[src/rtl/card_ctl_pkg.sv]
// Shared types and constants for the 16-bit card control-line block
package card_ctl_pkg;

    // Socket interface modes
    typedef enum logic [1:0] {
        mode_memory = 2'b00, // Memory-only interface
        mode_io = 2'b01,     // Memory and I/O interface
        mode_dma = 2'b11     // I/O card with DMA support
    } socket_mode_e;

    // Cycle kinds requested by the host side
    typedef enum logic [2:0] {
        op_common_read = 3'b000,
        op_common_write = 3'b001,
        op_attr_read = 3'b011,
        op_attr_write = 3'b010,
        op_io_read = 3'b110,
        op_io_write = 3'b111,
        op_dma_read = 3'b101,
        op_dma_write = 3'b100
    } cycle_op_e;

    // Cycle sequencer states, Gray along setup, strobe, hold
    typedef enum logic [1:0] {
        st_idle = 2'b00,
        st_setup = 2'b01,
        st_strobe = 2'b11,
        st_hold = 2'b10
    } cycle_state_e;

    // Card-facing strobes, all active low on the pins
    typedef struct packed {
        logic attr_select_n;     // Attribute select / dma_acknowledge
        logic output_enable_n;   // Read enable / DMA write terminal count
        logic write_enable_n;    // Write strobe / DMA read terminal count
        logic io_read_strobe_n;
        logic io_write_strobe_n;
    } card_strobes_s;

    // Synchronised card inputs
    typedef struct packed {
        logic ready_irq;         // Ready, or card_interrupt_request when low
        logic wait_n;
        logic protect_io16;      // Write protect / wide_io_port_indication / DMA request
        logic voltage_sense_one;
        logic voltage_sense_two;
    } card_inputs_s;

    // Card voltage classes
    typedef enum logic [1:0] {
        volt_5v = 2'b00,
        volt_3v3 = 2'b01,
        volt_xv = 2'b10,
        volt_none = 2'b11
    } card_voltage_e;

    localparam int sync_stages = 2;
    localparam int input_width = 5;
    localparam logic [3:0] setup_cycles = 4'h0002;
    localparam logic [3:0] strobe_cycles = 4'h0006;
    localparam logic [3:0] hold_cycles = 4'h0002;
    localparam logic [3:0] reset_hold_cycles = 4'h000a;
    localparam logic [3:0] count_zero = 4'h0000;
    localparam logic [3:0] count_one = 4'h0001;
    localparam card_strobes_s strobes_idle = 5'h001f;

endpackage

[src/rtl/card_ctl.sv]
// Control and status line handling for a 16-bit card socket
`timescale 1ns/10ps
// Summary of operation
// [RQ1] Memory card holds ready low while busy
// [RQ2] Ready meaning only in memory-only mode
// [RQ3] I/O card pulls interrupt low for service
// [RQ4] Attribute select high on common accesses
// [RQ5] Attribute select pairs with matching strobes
// [RQ6] DMA acknowledge on attribute select line
// [RQ7] Drive card reset for hard reset
// [RQ8] Voltage from sense plus detect lines
// [RQ9] Wait stretches the cycle in progress
// [RQ10] Write strobe latches memory write data
// [RQ11] Write strobe is DMA read terminal count
// [RQ12] Memory card shows protect switch state
// [RQ13] I/O mode reads protect as wide port
// [RQ14] Card flags wide port for own addresses
// [RQ15] DMA card requests via protect line
// [RQ16] Output enable low for memory reads
// [RQ17] Output enable is DMA write terminal count
// [RQ18] Synchronise every card input first; card_present reaches the voltage decode unsynchronised
module card_ctl
    import card_ctl_pkg::*;
#(
    parameter logic [3:0] setup_len = setup_cycles,
    parameter logic [3:0] strobe_len = strobe_cycles,
    parameter logic [3:0] hold_len = hold_cycles
) (
    // Clock and reset
    input wire logic clk,
    input wire logic srst,
    // Socket configuration
    input card_ctl_pkg::socket_mode_e mode,
    input wire logic card_present,
    input wire logic card_reset_req,
    // Host cycle request
    input wire logic req_valid,
    input card_ctl_pkg::cycle_op_e req_op,
    input wire logic req_last,
    output logic req_ready,
    output logic cycle_done,
    // Card pins in
    input card_ctl_pkg::card_inputs_s card_in,
    // Card pins out
    output card_ctl_pkg::card_strobes_s card_out,
    output logic card_reset,
    // Status toward host
    output logic card_ready,
    output logic card_interrupt_request,
    output logic write_protect,
    output logic wide_io_port_indication,
    output logic dma_request,
    output card_ctl_pkg::card_voltage_e voltage
);
    ////////////////////////////////////////////////////////////////////
    // Declarations
    card_inputs_s in_sync; // Synchronised card inputs
    cycle_state_e state; // Sequencer state
    cycle_state_e next_state;
    logic [3:0] count; // Phase counter
    cycle_op_e op; // Latched cycle kind
    logic last; // Latched terminal count request
    logic [3:0] reset_count; // Card reset stretch
    card_strobes_s next_out;
    logic waiting; // Card holds the cycle
    cycle_op_e cur_op; // Cycle kind seen by the select decode

    ////////////////////////////////////////////////////////////////////
    // Input synchronisers
    card_input_sync #(
        .width(input_width)
    ) u_sync (
        .clk(clk),
        .srst(srst),
        .raw(card_in),
        .synced(in_sync) // RQ18
    );

    // Voltage decode
    card_voltage_decode u_volt (
        .clk(clk),
        .srst(srst),
        .voltage_sense_one(in_sync.voltage_sense_one),
        .voltage_sense_two(in_sync.voltage_sense_two),
        .card_present(card_present),
        .voltage(voltage)
    );

    ////////////////////////////////////////////////////////////////////
    // Shared input interpretation, depends on socket mode
    always_ff @(posedge clk) begin
        if (srst) begin
            card_ready <= 1'b0;
            card_interrupt_request <= 1'b0;
            write_protect <= 1'b0;
            wide_io_port_indication <= 1'b0;
            dma_request <= 1'b0;
        end else begin
            // Ready only counts in memory-only mode
            card_ready <= (mode == mode_memory) && in_sync.ready_irq; // RQ2 RQ1
            // Interrupt is the same pin, active low, in I/O modes
            card_interrupt_request <= (mode != mode_memory) && !in_sync.ready_irq; // RQ3
            write_protect <= (mode == mode_memory) && in_sync.protect_io16; // RQ12
            // Active low wide-port flag in I/O mode
            wide_io_port_indication <= (mode == mode_io) && !in_sync.protect_io16; // RQ13 RQ14
            dma_request <= (mode == mode_dma) && in_sync.protect_io16; // RQ15
        end
    end

    ////////////////////////////////////////////////////////////////////
    // Card reset stretch; held at least a fixed count after request drops
    always_ff @(posedge clk) begin
        if (srst) begin
            reset_count <= reset_hold_cycles;
        end else if (card_reset_req) begin
            reset_count <= reset_hold_cycles;
        end else if (reset_count != count_zero) begin
            reset_count <= reset_count - count_one;
        end
    end

    // Registered card reset output
    always_ff @(posedge clk) begin
        if (srst) begin
            card_reset <= 1'b1;
        end else begin
            card_reset <= card_reset_req || (reset_count != count_zero); // RQ7
        end
    end

    ////////////////////////////////////////////////////////////////////
    // Wait only matters during the strobe phase
    assign waiting = (state == st_strobe) && !in_sync.wait_n; // RQ9

    // No cycles accepted while the card is held in reset
    assign req_ready = (state == st_idle) && !card_reset;

    // Latched kind is one cycle late at the take edge, so use the request there
    assign cur_op = (state == st_idle) ? req_op : op;

    // Next state
    always_comb begin
        next_state = state;
        case (state)
            st_idle: begin
                if (req_valid && req_ready) begin
                    next_state = st_setup;
                end
            end
            st_setup: begin
                if (count == count_zero) begin
                    next_state = st_strobe;
                end
            end
            st_strobe: begin
                // Count expired and no wait: release strobes
                if (count == count_zero && !waiting) begin
                    next_state = st_hold; // RQ9
                end
            end
            st_hold: begin
                if (count == count_zero) begin
                    next_state = st_idle;
                end
            end
            default: next_state = st_idle;
        endcase
    end

    // State register
    always_ff @(posedge clk) begin
        if (srst) begin
            state <= st_idle;
        end else begin
            state <= next_state;
        end
    end

    // Phase counter; holds at zero while the card waits
    always_ff @(posedge clk) begin
        if (srst) begin
            count <= count_zero;
        end else if (state != next_state) begin
            case (next_state)
                st_setup: count <= setup_len - count_one;
                st_strobe: count <= strobe_len - count_one;
                st_hold: count <= hold_len - count_one;
                default: count <= count_zero;
            endcase
        end else if (count != count_zero) begin
            count <= count - count_one;
        end
    end

    // Latch the request
    always_ff @(posedge clk) begin
        if (srst) begin
            op <= op_common_read;
            last <= 1'b0;
        end else if (req_valid && req_ready) begin
            op <= req_op;
            last <= req_last;
        end
    end

    // Completion pulse in the cycle after the final hold cycle
    always_ff @(posedge clk) begin
        if (srst) begin
            cycle_done <= 1'b0;
        end else begin
            cycle_done <= (state == st_hold) && (count == count_zero);
        end
    end

    ////////////////////////////////////////////////////////////////////
    // Strobe decode; attribute select spans setup through hold
    always_comb begin
        next_out = strobes_idle;
        if (next_state != st_idle) begin
            case (cur_op)
                op_common_read, op_common_write: next_out.attr_select_n = 1'b1; // RQ4
                default: next_out.attr_select_n = 1'b0; // RQ5 RQ6
            endcase
        end
        if (next_state == st_strobe) begin
            case (op)
                op_common_read, op_attr_read: next_out.output_enable_n = 1'b0; // RQ16 RQ5
                op_common_write, op_attr_write: next_out.write_enable_n = 1'b0; // RQ10 RQ5
                op_io_read: next_out.io_read_strobe_n = 1'b0; // RQ5
                op_io_write: next_out.io_write_strobe_n = 1'b0; // RQ5
                op_dma_read: begin
                    // Memory-to-card transfer strobed by the write-side line
                    next_out.io_write_strobe_n = 1'b0; // RQ6
                    next_out.write_enable_n = !last; // RQ11
                end
                op_dma_write: begin
                    next_out.io_read_strobe_n = 1'b0; // RQ6
                    next_out.output_enable_n = !last; // RQ17
                end
                default: next_out = strobes_idle;
            endcase
        end
    end

    // Registered strobe pins, glitch free
    always_ff @(posedge clk) begin
        if (srst) begin
            card_out <= strobes_idle;
        end else begin
            card_out <= next_out;
        end
    end

    ////////////////////////////////////////////////////////////////////
    // Checks
    property p_common_attr_high;
        @(posedge clk) disable iff (srst)
        (!card_out.output_enable_n && (op == op_common_read)) |-> card_out.attr_select_n;
    endproperty
    a_common_attr_high: assert property (p_common_attr_high) else $error("attr low on common"); // RQ4

    property p_ready_mode;
        @(posedge clk) disable iff (srst)
        (mode != mode_memory) && $stable(mode) |=> !card_ready;
    endproperty
    a_ready_mode: assert property (p_ready_mode) else $error("ready outside memory mode"); // RQ2

    property p_io_attr;
        @(posedge clk) disable iff (srst)
        (!card_out.io_read_strobe_n || !card_out.io_write_strobe_n) |-> !card_out.attr_select_n;
    endproperty
    a_io_attr: assert property (p_io_attr) else $error("io strobe without attr select"); // RQ5

    property p_dma_read_pair;
        @(posedge clk) disable iff (srst)
        (!card_out.io_write_strobe_n && op == op_dma_read) |-> !card_out.attr_select_n
            && card_out.io_read_strobe_n;
    endproperty
    a_dma_read_pair: assert property (p_dma_read_pair) else $error("dma read pairing"); // RQ6

    property p_reset_hold;
        @(posedge clk) disable iff (srst)
        $fell(card_reset_req) |=> card_reset [*8];
    endproperty
    a_reset_hold: assert property (p_reset_hold) else $error("card reset short"); // RQ7

    property p_wait_holds;
        @(posedge clk) disable iff (srst)
        waiting |=> (state == st_strobe);
    endproperty
    a_wait_holds: assert property (p_wait_holds) else $error("cycle ended during wait"); // RQ9

    property p_tc_read;
        @(posedge clk) disable iff (srst)
        (state == st_strobe && op == op_dma_read && last) |-> !card_out.write_enable_n;
    endproperty
    a_tc_read: assert property (p_tc_read) else $error("no read terminal count"); // RQ11

    property p_tc_write;
        @(posedge clk) disable iff (srst)
        (state == st_strobe && op == op_dma_write && last) |-> !card_out.output_enable_n;
    endproperty
    a_tc_write: assert property (p_tc_write) else $error("no write terminal count"); // RQ17

    property p_cycle_bound;
        @(posedge clk) disable iff (srst)
        (req_valid && req_ready && in_sync.wait_n) ##1 in_sync.wait_n [*8] |-> ##[0:8] cycle_done;
    endproperty
    a_cycle_bound: assert property (p_cycle_bound) else $error("cycle overran"); // RQ9

    c_mem_write: cover property (@(posedge clk) disable iff (srst)
        !card_out.write_enable_n && op == op_common_write);
    c_waited: cover property (@(posedge clk) disable iff (srst) waiting ##3 !waiting);
    c_dma_tc: cover property (@(posedge clk) disable iff (srst)
        state == st_strobe && op == op_dma_write && last);

endmodule

[src/rtl/card_input_sync.sv]
// Two-flop synchroniser bank for card-driven inputs
`timescale 1ns/10ps
module card_input_sync #(
    parameter int width = 5
) (
    // Clock and reset
    input wire logic clk,
    input wire logic srst,
    // Raw and synchronised lines
    input wire logic [width-1:0] raw,
    output logic [width-1:0] synced
);
    import card_ctl_pkg::*;

    ////////////////////////////////////////////////////////////////////
    // First stage feeds only the second stage, never logic
    logic [width-1:0] stage_one;

    // Per-bit two-flop chain; reset level high matches idle pulled lines
    for (genvar i = 0; i < width; i++) begin : g_bit
        always_ff @(posedge clk) begin
            if (srst) begin
                stage_one[i] <= 1'b1;
                synced[i] <= 1'b1;
            end else begin
                stage_one[i] <= raw[i];
                synced[i] <= stage_one[i];
            end
        end
    end

endmodule

[src/rtl/card_voltage_decode.sv]
// Voltage class decode from sense and detect lines
`timescale 1ns/10ps
module card_voltage_decode (
    // Clock and reset
    input wire logic clk,
    input wire logic srst,
    // Synchronised sense lines; detect taken straight from the card_present port
    input wire logic voltage_sense_one,
    input wire logic voltage_sense_two,
    input wire logic card_present,
    // Registered result
    output card_ctl_pkg::card_voltage_e voltage
);
    import card_ctl_pkg::*;

    ////////////////////////////////////////////////////////////////////
    // Decoded value before the register
    card_voltage_e next_voltage;

    // Sense lines only mean something with a card seated
    always_comb begin
        if (!card_present) begin
            next_voltage = volt_none;
        end else begin
            case ({voltage_sense_two, voltage_sense_one})
                2'b11: next_voltage = volt_5v;
                2'b10: next_voltage = volt_3v3;
                2'b01: next_voltage = volt_xv;
                default: next_voltage = volt_3v3;
            endcase
        end
    end

    // Registered output
    always_ff @(posedge clk) begin
        if (srst) begin
            voltage <= volt_none;
        end else begin
            voltage <= next_voltage; // RQ8
        end
    end

endmodule

[config.mk]
export PLATFORM = sky130hd
export DESIGN_NAME = card_ctl
export DESIGN_NICKNAME = d
export VERILOG_FILES = /design/src/rtl/card_ctl_pkg.sv /design/src/rtl/card_ctl.sv /design/src/rtl/card_input_sync.sv /design/src/rtl/card_voltage_decode.sv
export SDC_FILE = /design/constraint.sdc
export NUM_CORES = 1
export LEC_CHECK = 0
export BUFFER_PORTS_ARGS = -buffer_cell sky130_fd_sc_hd__buf_2
export CAP_MARGIN = 20
export CORE_ASPECT_RATIO = 1.25
export CORE_UTILIZATION = 41
export CTS_BUF_LIST = sky130_fd_sc_hd__clkbuf_8
export CTS_CLUSTER_DIAMETER = 50
export DETAILED_ROUTE_END_ITERATION = 10
export GPL_TIMING_DRIVEN = 0
export PLACE_DENSITY = 0.65
export SYNTH_ARGS = -nofsm -noshare
export SYNTH_HDL_FRONTEND = slang
export SYNTH_SLANG_ARGS = --single-unit
export TNS_END_PERCENT = 100
[constraint.sdc]
create_clock -name clk -period 1.7 [get_ports clk]
set_clock_uncertainty 0.1 [all_clocks]
set_input_delay 0.17 -clock clk [delete_from_list [all_inputs] [get_ports clk]]
set_output_delay 0.17 -clock clk [all_outputs]
set_load 0.1 [all_outputs]
==> results_dict.tcl <==
set metrics [dict create \
    run_status "finished clean" \
    drv_cap 0 \
    stdcell_count 221 \
    grt_setup_unrepaired "false" \
    async_reset_ff_frac 0 \
    crit_family "compound AO/OA/AOI/OAI gates" \
    powerDensity_nw_per_um2 1130 \
    io_pins 31 \
    ys_ff_latch 38 \
    critical_path.endpoint_type "register" \
    chipHeight_um 67.9 \
    grt_start_max_net_pins 12 \
    postSynthCellCount 136 \
    clock-root-buffer "clkbuf_8" \
    clockBufferDepth 2 \
    via_count 1105 \
    grt_pass1_vias 1093 \
    wl_per_cell_um 12.4 \
    ys_types 35 \
    maxSlewViolCount 0 \
    min_path_type "in -> reg" \
    path_buf_inv 1 \
    finalSetupViolCount 0 \
    fin_util 0.568 \
    cp.required_ns 1.77 \
    dpl.cell_count 203 \
    slowest_delay_ns 0.38 \
    multiInputGateArea_um2 663 \
    totalWireLength_um 2740 \
    worstPathArrival_ns 1.68 \
    cts.sinks 38 \
    final_hold_viol_count 0 \
    ys_seq_area_frac 0.535 \
    worst_pin_slew_ns 0.491 \
    dr.pass1.iters 4 \
    start_util 0.437 \
    netSwitchingFraction 0.291 \
    slew_headroom 0.675 \
    final_nets 203 \
    power.switching_uw 607 \
    crit_chain "inv_1 -> ha_1 -> nor3b_4 -> nand2b_1 -> a2111o_1" \
    hpwl_um 1880 \
    fillers 295 \
    leakage_nw 0.743 \
    h-tree-depth 2 \
    syn2layout_area_growth_pct 29.8 \
    grt.overflow.total 0 \
    period_needed_ns 1.61 \
    grt_usage 0.173 \
    synth_edf_count 0 \
    num_rows 23 \
    netlist_area_um2 1420 \
    antenna_left 0 \
    p_int_mw 1.48 \
    die_w_um 54.7 \
    worst_path_max_delay_cell "a2111o_1" \
    viasPerCell 5.00 \
    cts_tree "done" \
    n_antenna_cell 0 \
    die-area_um2 3710 \
    drt_iter0_markers 23 \
    p_clk_frac 0.272 \
    globalplace.congestion 0.739 \
    synth_nets 155 \
    cp-start-kind "register" \
    max_freq_ghz 0.621 \
    worstSetupPathType "reg -> reg" \
    avgSynthCellArea_um2 10.5 \
    seq_area_um2 763 \
    ir_worst_vdd_uv 781 \
    grt_pass1_wl_um 4430 \
    layout-drive-gt1-share 0.342 \
    design.core.area_um2 3250 \
    power.share.sequential 0.490 \
    post-route-period-util 0.948 \
    path_clk_slew_ns 0.07 \
    portBuffers 30 \
    cts_buffers 5 \
    ys.flop_type "dfxtp_1" \
    antenna_found_initial 0 \
    p_comb_frac 0.237 \
    drc 0 \
    clk_latency_ns 0.29 \
    yosysWarnings 0 \
    worst-path-max-fanout 5 \
]
-- area by class of cell --
cell class              count  area share
repair buffers             40       0.138
clock buffers               5      0.0373
plain buffers               5      0.0122
multi-input cells          89       0.359
flip-flops and latches     38       0.413
inverters                   5      0.0102
clock inverters             2     0.00542
well taps                  37      0.0251
-- metal layers --
layer | GRT usage | up-vias | wire length, um
li1 | - | 565 | -
met4 | 0.0769 | 0 | 54
met5 | 0 | - | 0
met1 | 0.175 | 513 | 1180
met2 | 0.298 | 21 | 1430
met3 | 0.0733 | 6 | 88
-- worst reg2reg max path, delay by kind of cell, from the launching register on --
kind	cells	cell delay [ns]
buffers and inverters	1	0.05
flip-flops	1	0.36
AND/OR/NAND/NOR	2	0.36
adder cells (fa/ha/maj)	1	0.24
AO/OA/AOI/OAI	1	0.38
-- placed cells by master (no fill, tap or decap), types with 3 or more instances in the layout --
cell type	instances
dfxtp_1	36
buf_2	29
or2_2	12
nor2_1	10
dlygate4sd3_1	9
mux2i_1	6
nand2_1	6
inv_1	5
nor3_1	5
nand2b_1	5
clkbuf_8	5
clkbuf_2	3
nor4b_1	3
nor3b_1	3
nor2b_1	3
ha_1	3
-- cells in the mapped netlist (all sizes together), types with 2 or more instances --
master / count / area share
dfxtp: 38 / 0.53
or2: 12 / 0.053
nor2: 11 / 0.031
mux2i: 6 / 0.042
nand2: 6 / 0.016
nor3: 6 / 0.021
clkbuf: 5 / 0.013
inv: 5 / 0.013
nand2b: 5 / 0.022
nor3b: 5 / 0.030
nor4b: 4 / 0.035
ha: 3 / 0.026
nor2b: 3 / 0.013
a21boi: 2 / 0.011
a21oi: 2 / 0.0070
mux2: 2 / 0.016
nand3b: 2 / 0.011
nand4b: 2 / 0.012
o211ai: 2 / 0.011
or2b: 2 / 0.011
xnor2: 2 / 0.012
-- through the flow --
stage	hold WS (ns)	worst slack, ns	TNS (ns)	instance area (um2)	power [mW]
floorplan	0.147	0.00902	0	1440	1.34
global placement	0.252	-0.0322	-0.0979	1630	1.41
detailed placement	0.252	-0.0904	-0.287	1630	1.44
CTS	0.0134	0.0122	0	1810	2.06
global route	0.0200	0.0144	0	1850	2.21
finish	0.0209	0.0890	0	1850	2.09
-- kinds of logic after synthesis --
group,after synthesis,share of synthesized area
buffers and inverters,10,0.0264
and+or+nand+nor,63,0.280
adders and majority gates,3,0.0264
xor gates and xnor gates,2,0.0123
AOI/OAI and AO/OA,12,0.0624
DFF,38,0.535
muxes,8,0.0580
-- worst paths after layout --
path                     from                end  slack (ns)  depth (start not counted)
max reg2reg          count[0]        card_out[4]        0.09                          5
max                  count[0]        card_out[4]        0.09                          5
min reg2reg  u_sync.synced[1]  u_volt.voltage[0]        0.29                          1
min                 req_op[0]              op[0]        0.02                          3
-- power by group through the flow --
stage / clock network [mW] / logic, mW / registers (mW)
floorplan: 0 / 0.288 / 1.06
global placement: 0 / 0.398 / 1.02
detailed placement: 0 / 0.414 / 1.02
CTS: 0.589 / 0.466 / 1.01
global route: 0.641 / 0.538 / 1.03
finish: 0.569 / 0.495 / 1.02
-- sequential cells by signal, summed over array words and instances (netlist names) --
name	count
write_protect	1
u_sync.synced	5
wide_io_port_indication	1
card_ready	1
dma_request	1
u_volt.voltage	2
u_sync.stage_one	5
card_out	5
reset_count	4
cycle_done	1
op	3
card_reset	1
state	2
count	4
card_interrupt_request	1
last	1
-- timing repair --
item	CTS	global route
buffers inserted	0	1
hold buffers	9	0
pin swaps	0	1
endpoints found under the hold margin	9	0
gates cloned	0	1
setup endpoints to repair	7	9
resized for setup	3	9
Note: power is estimated with default switching activity, not from simulation.
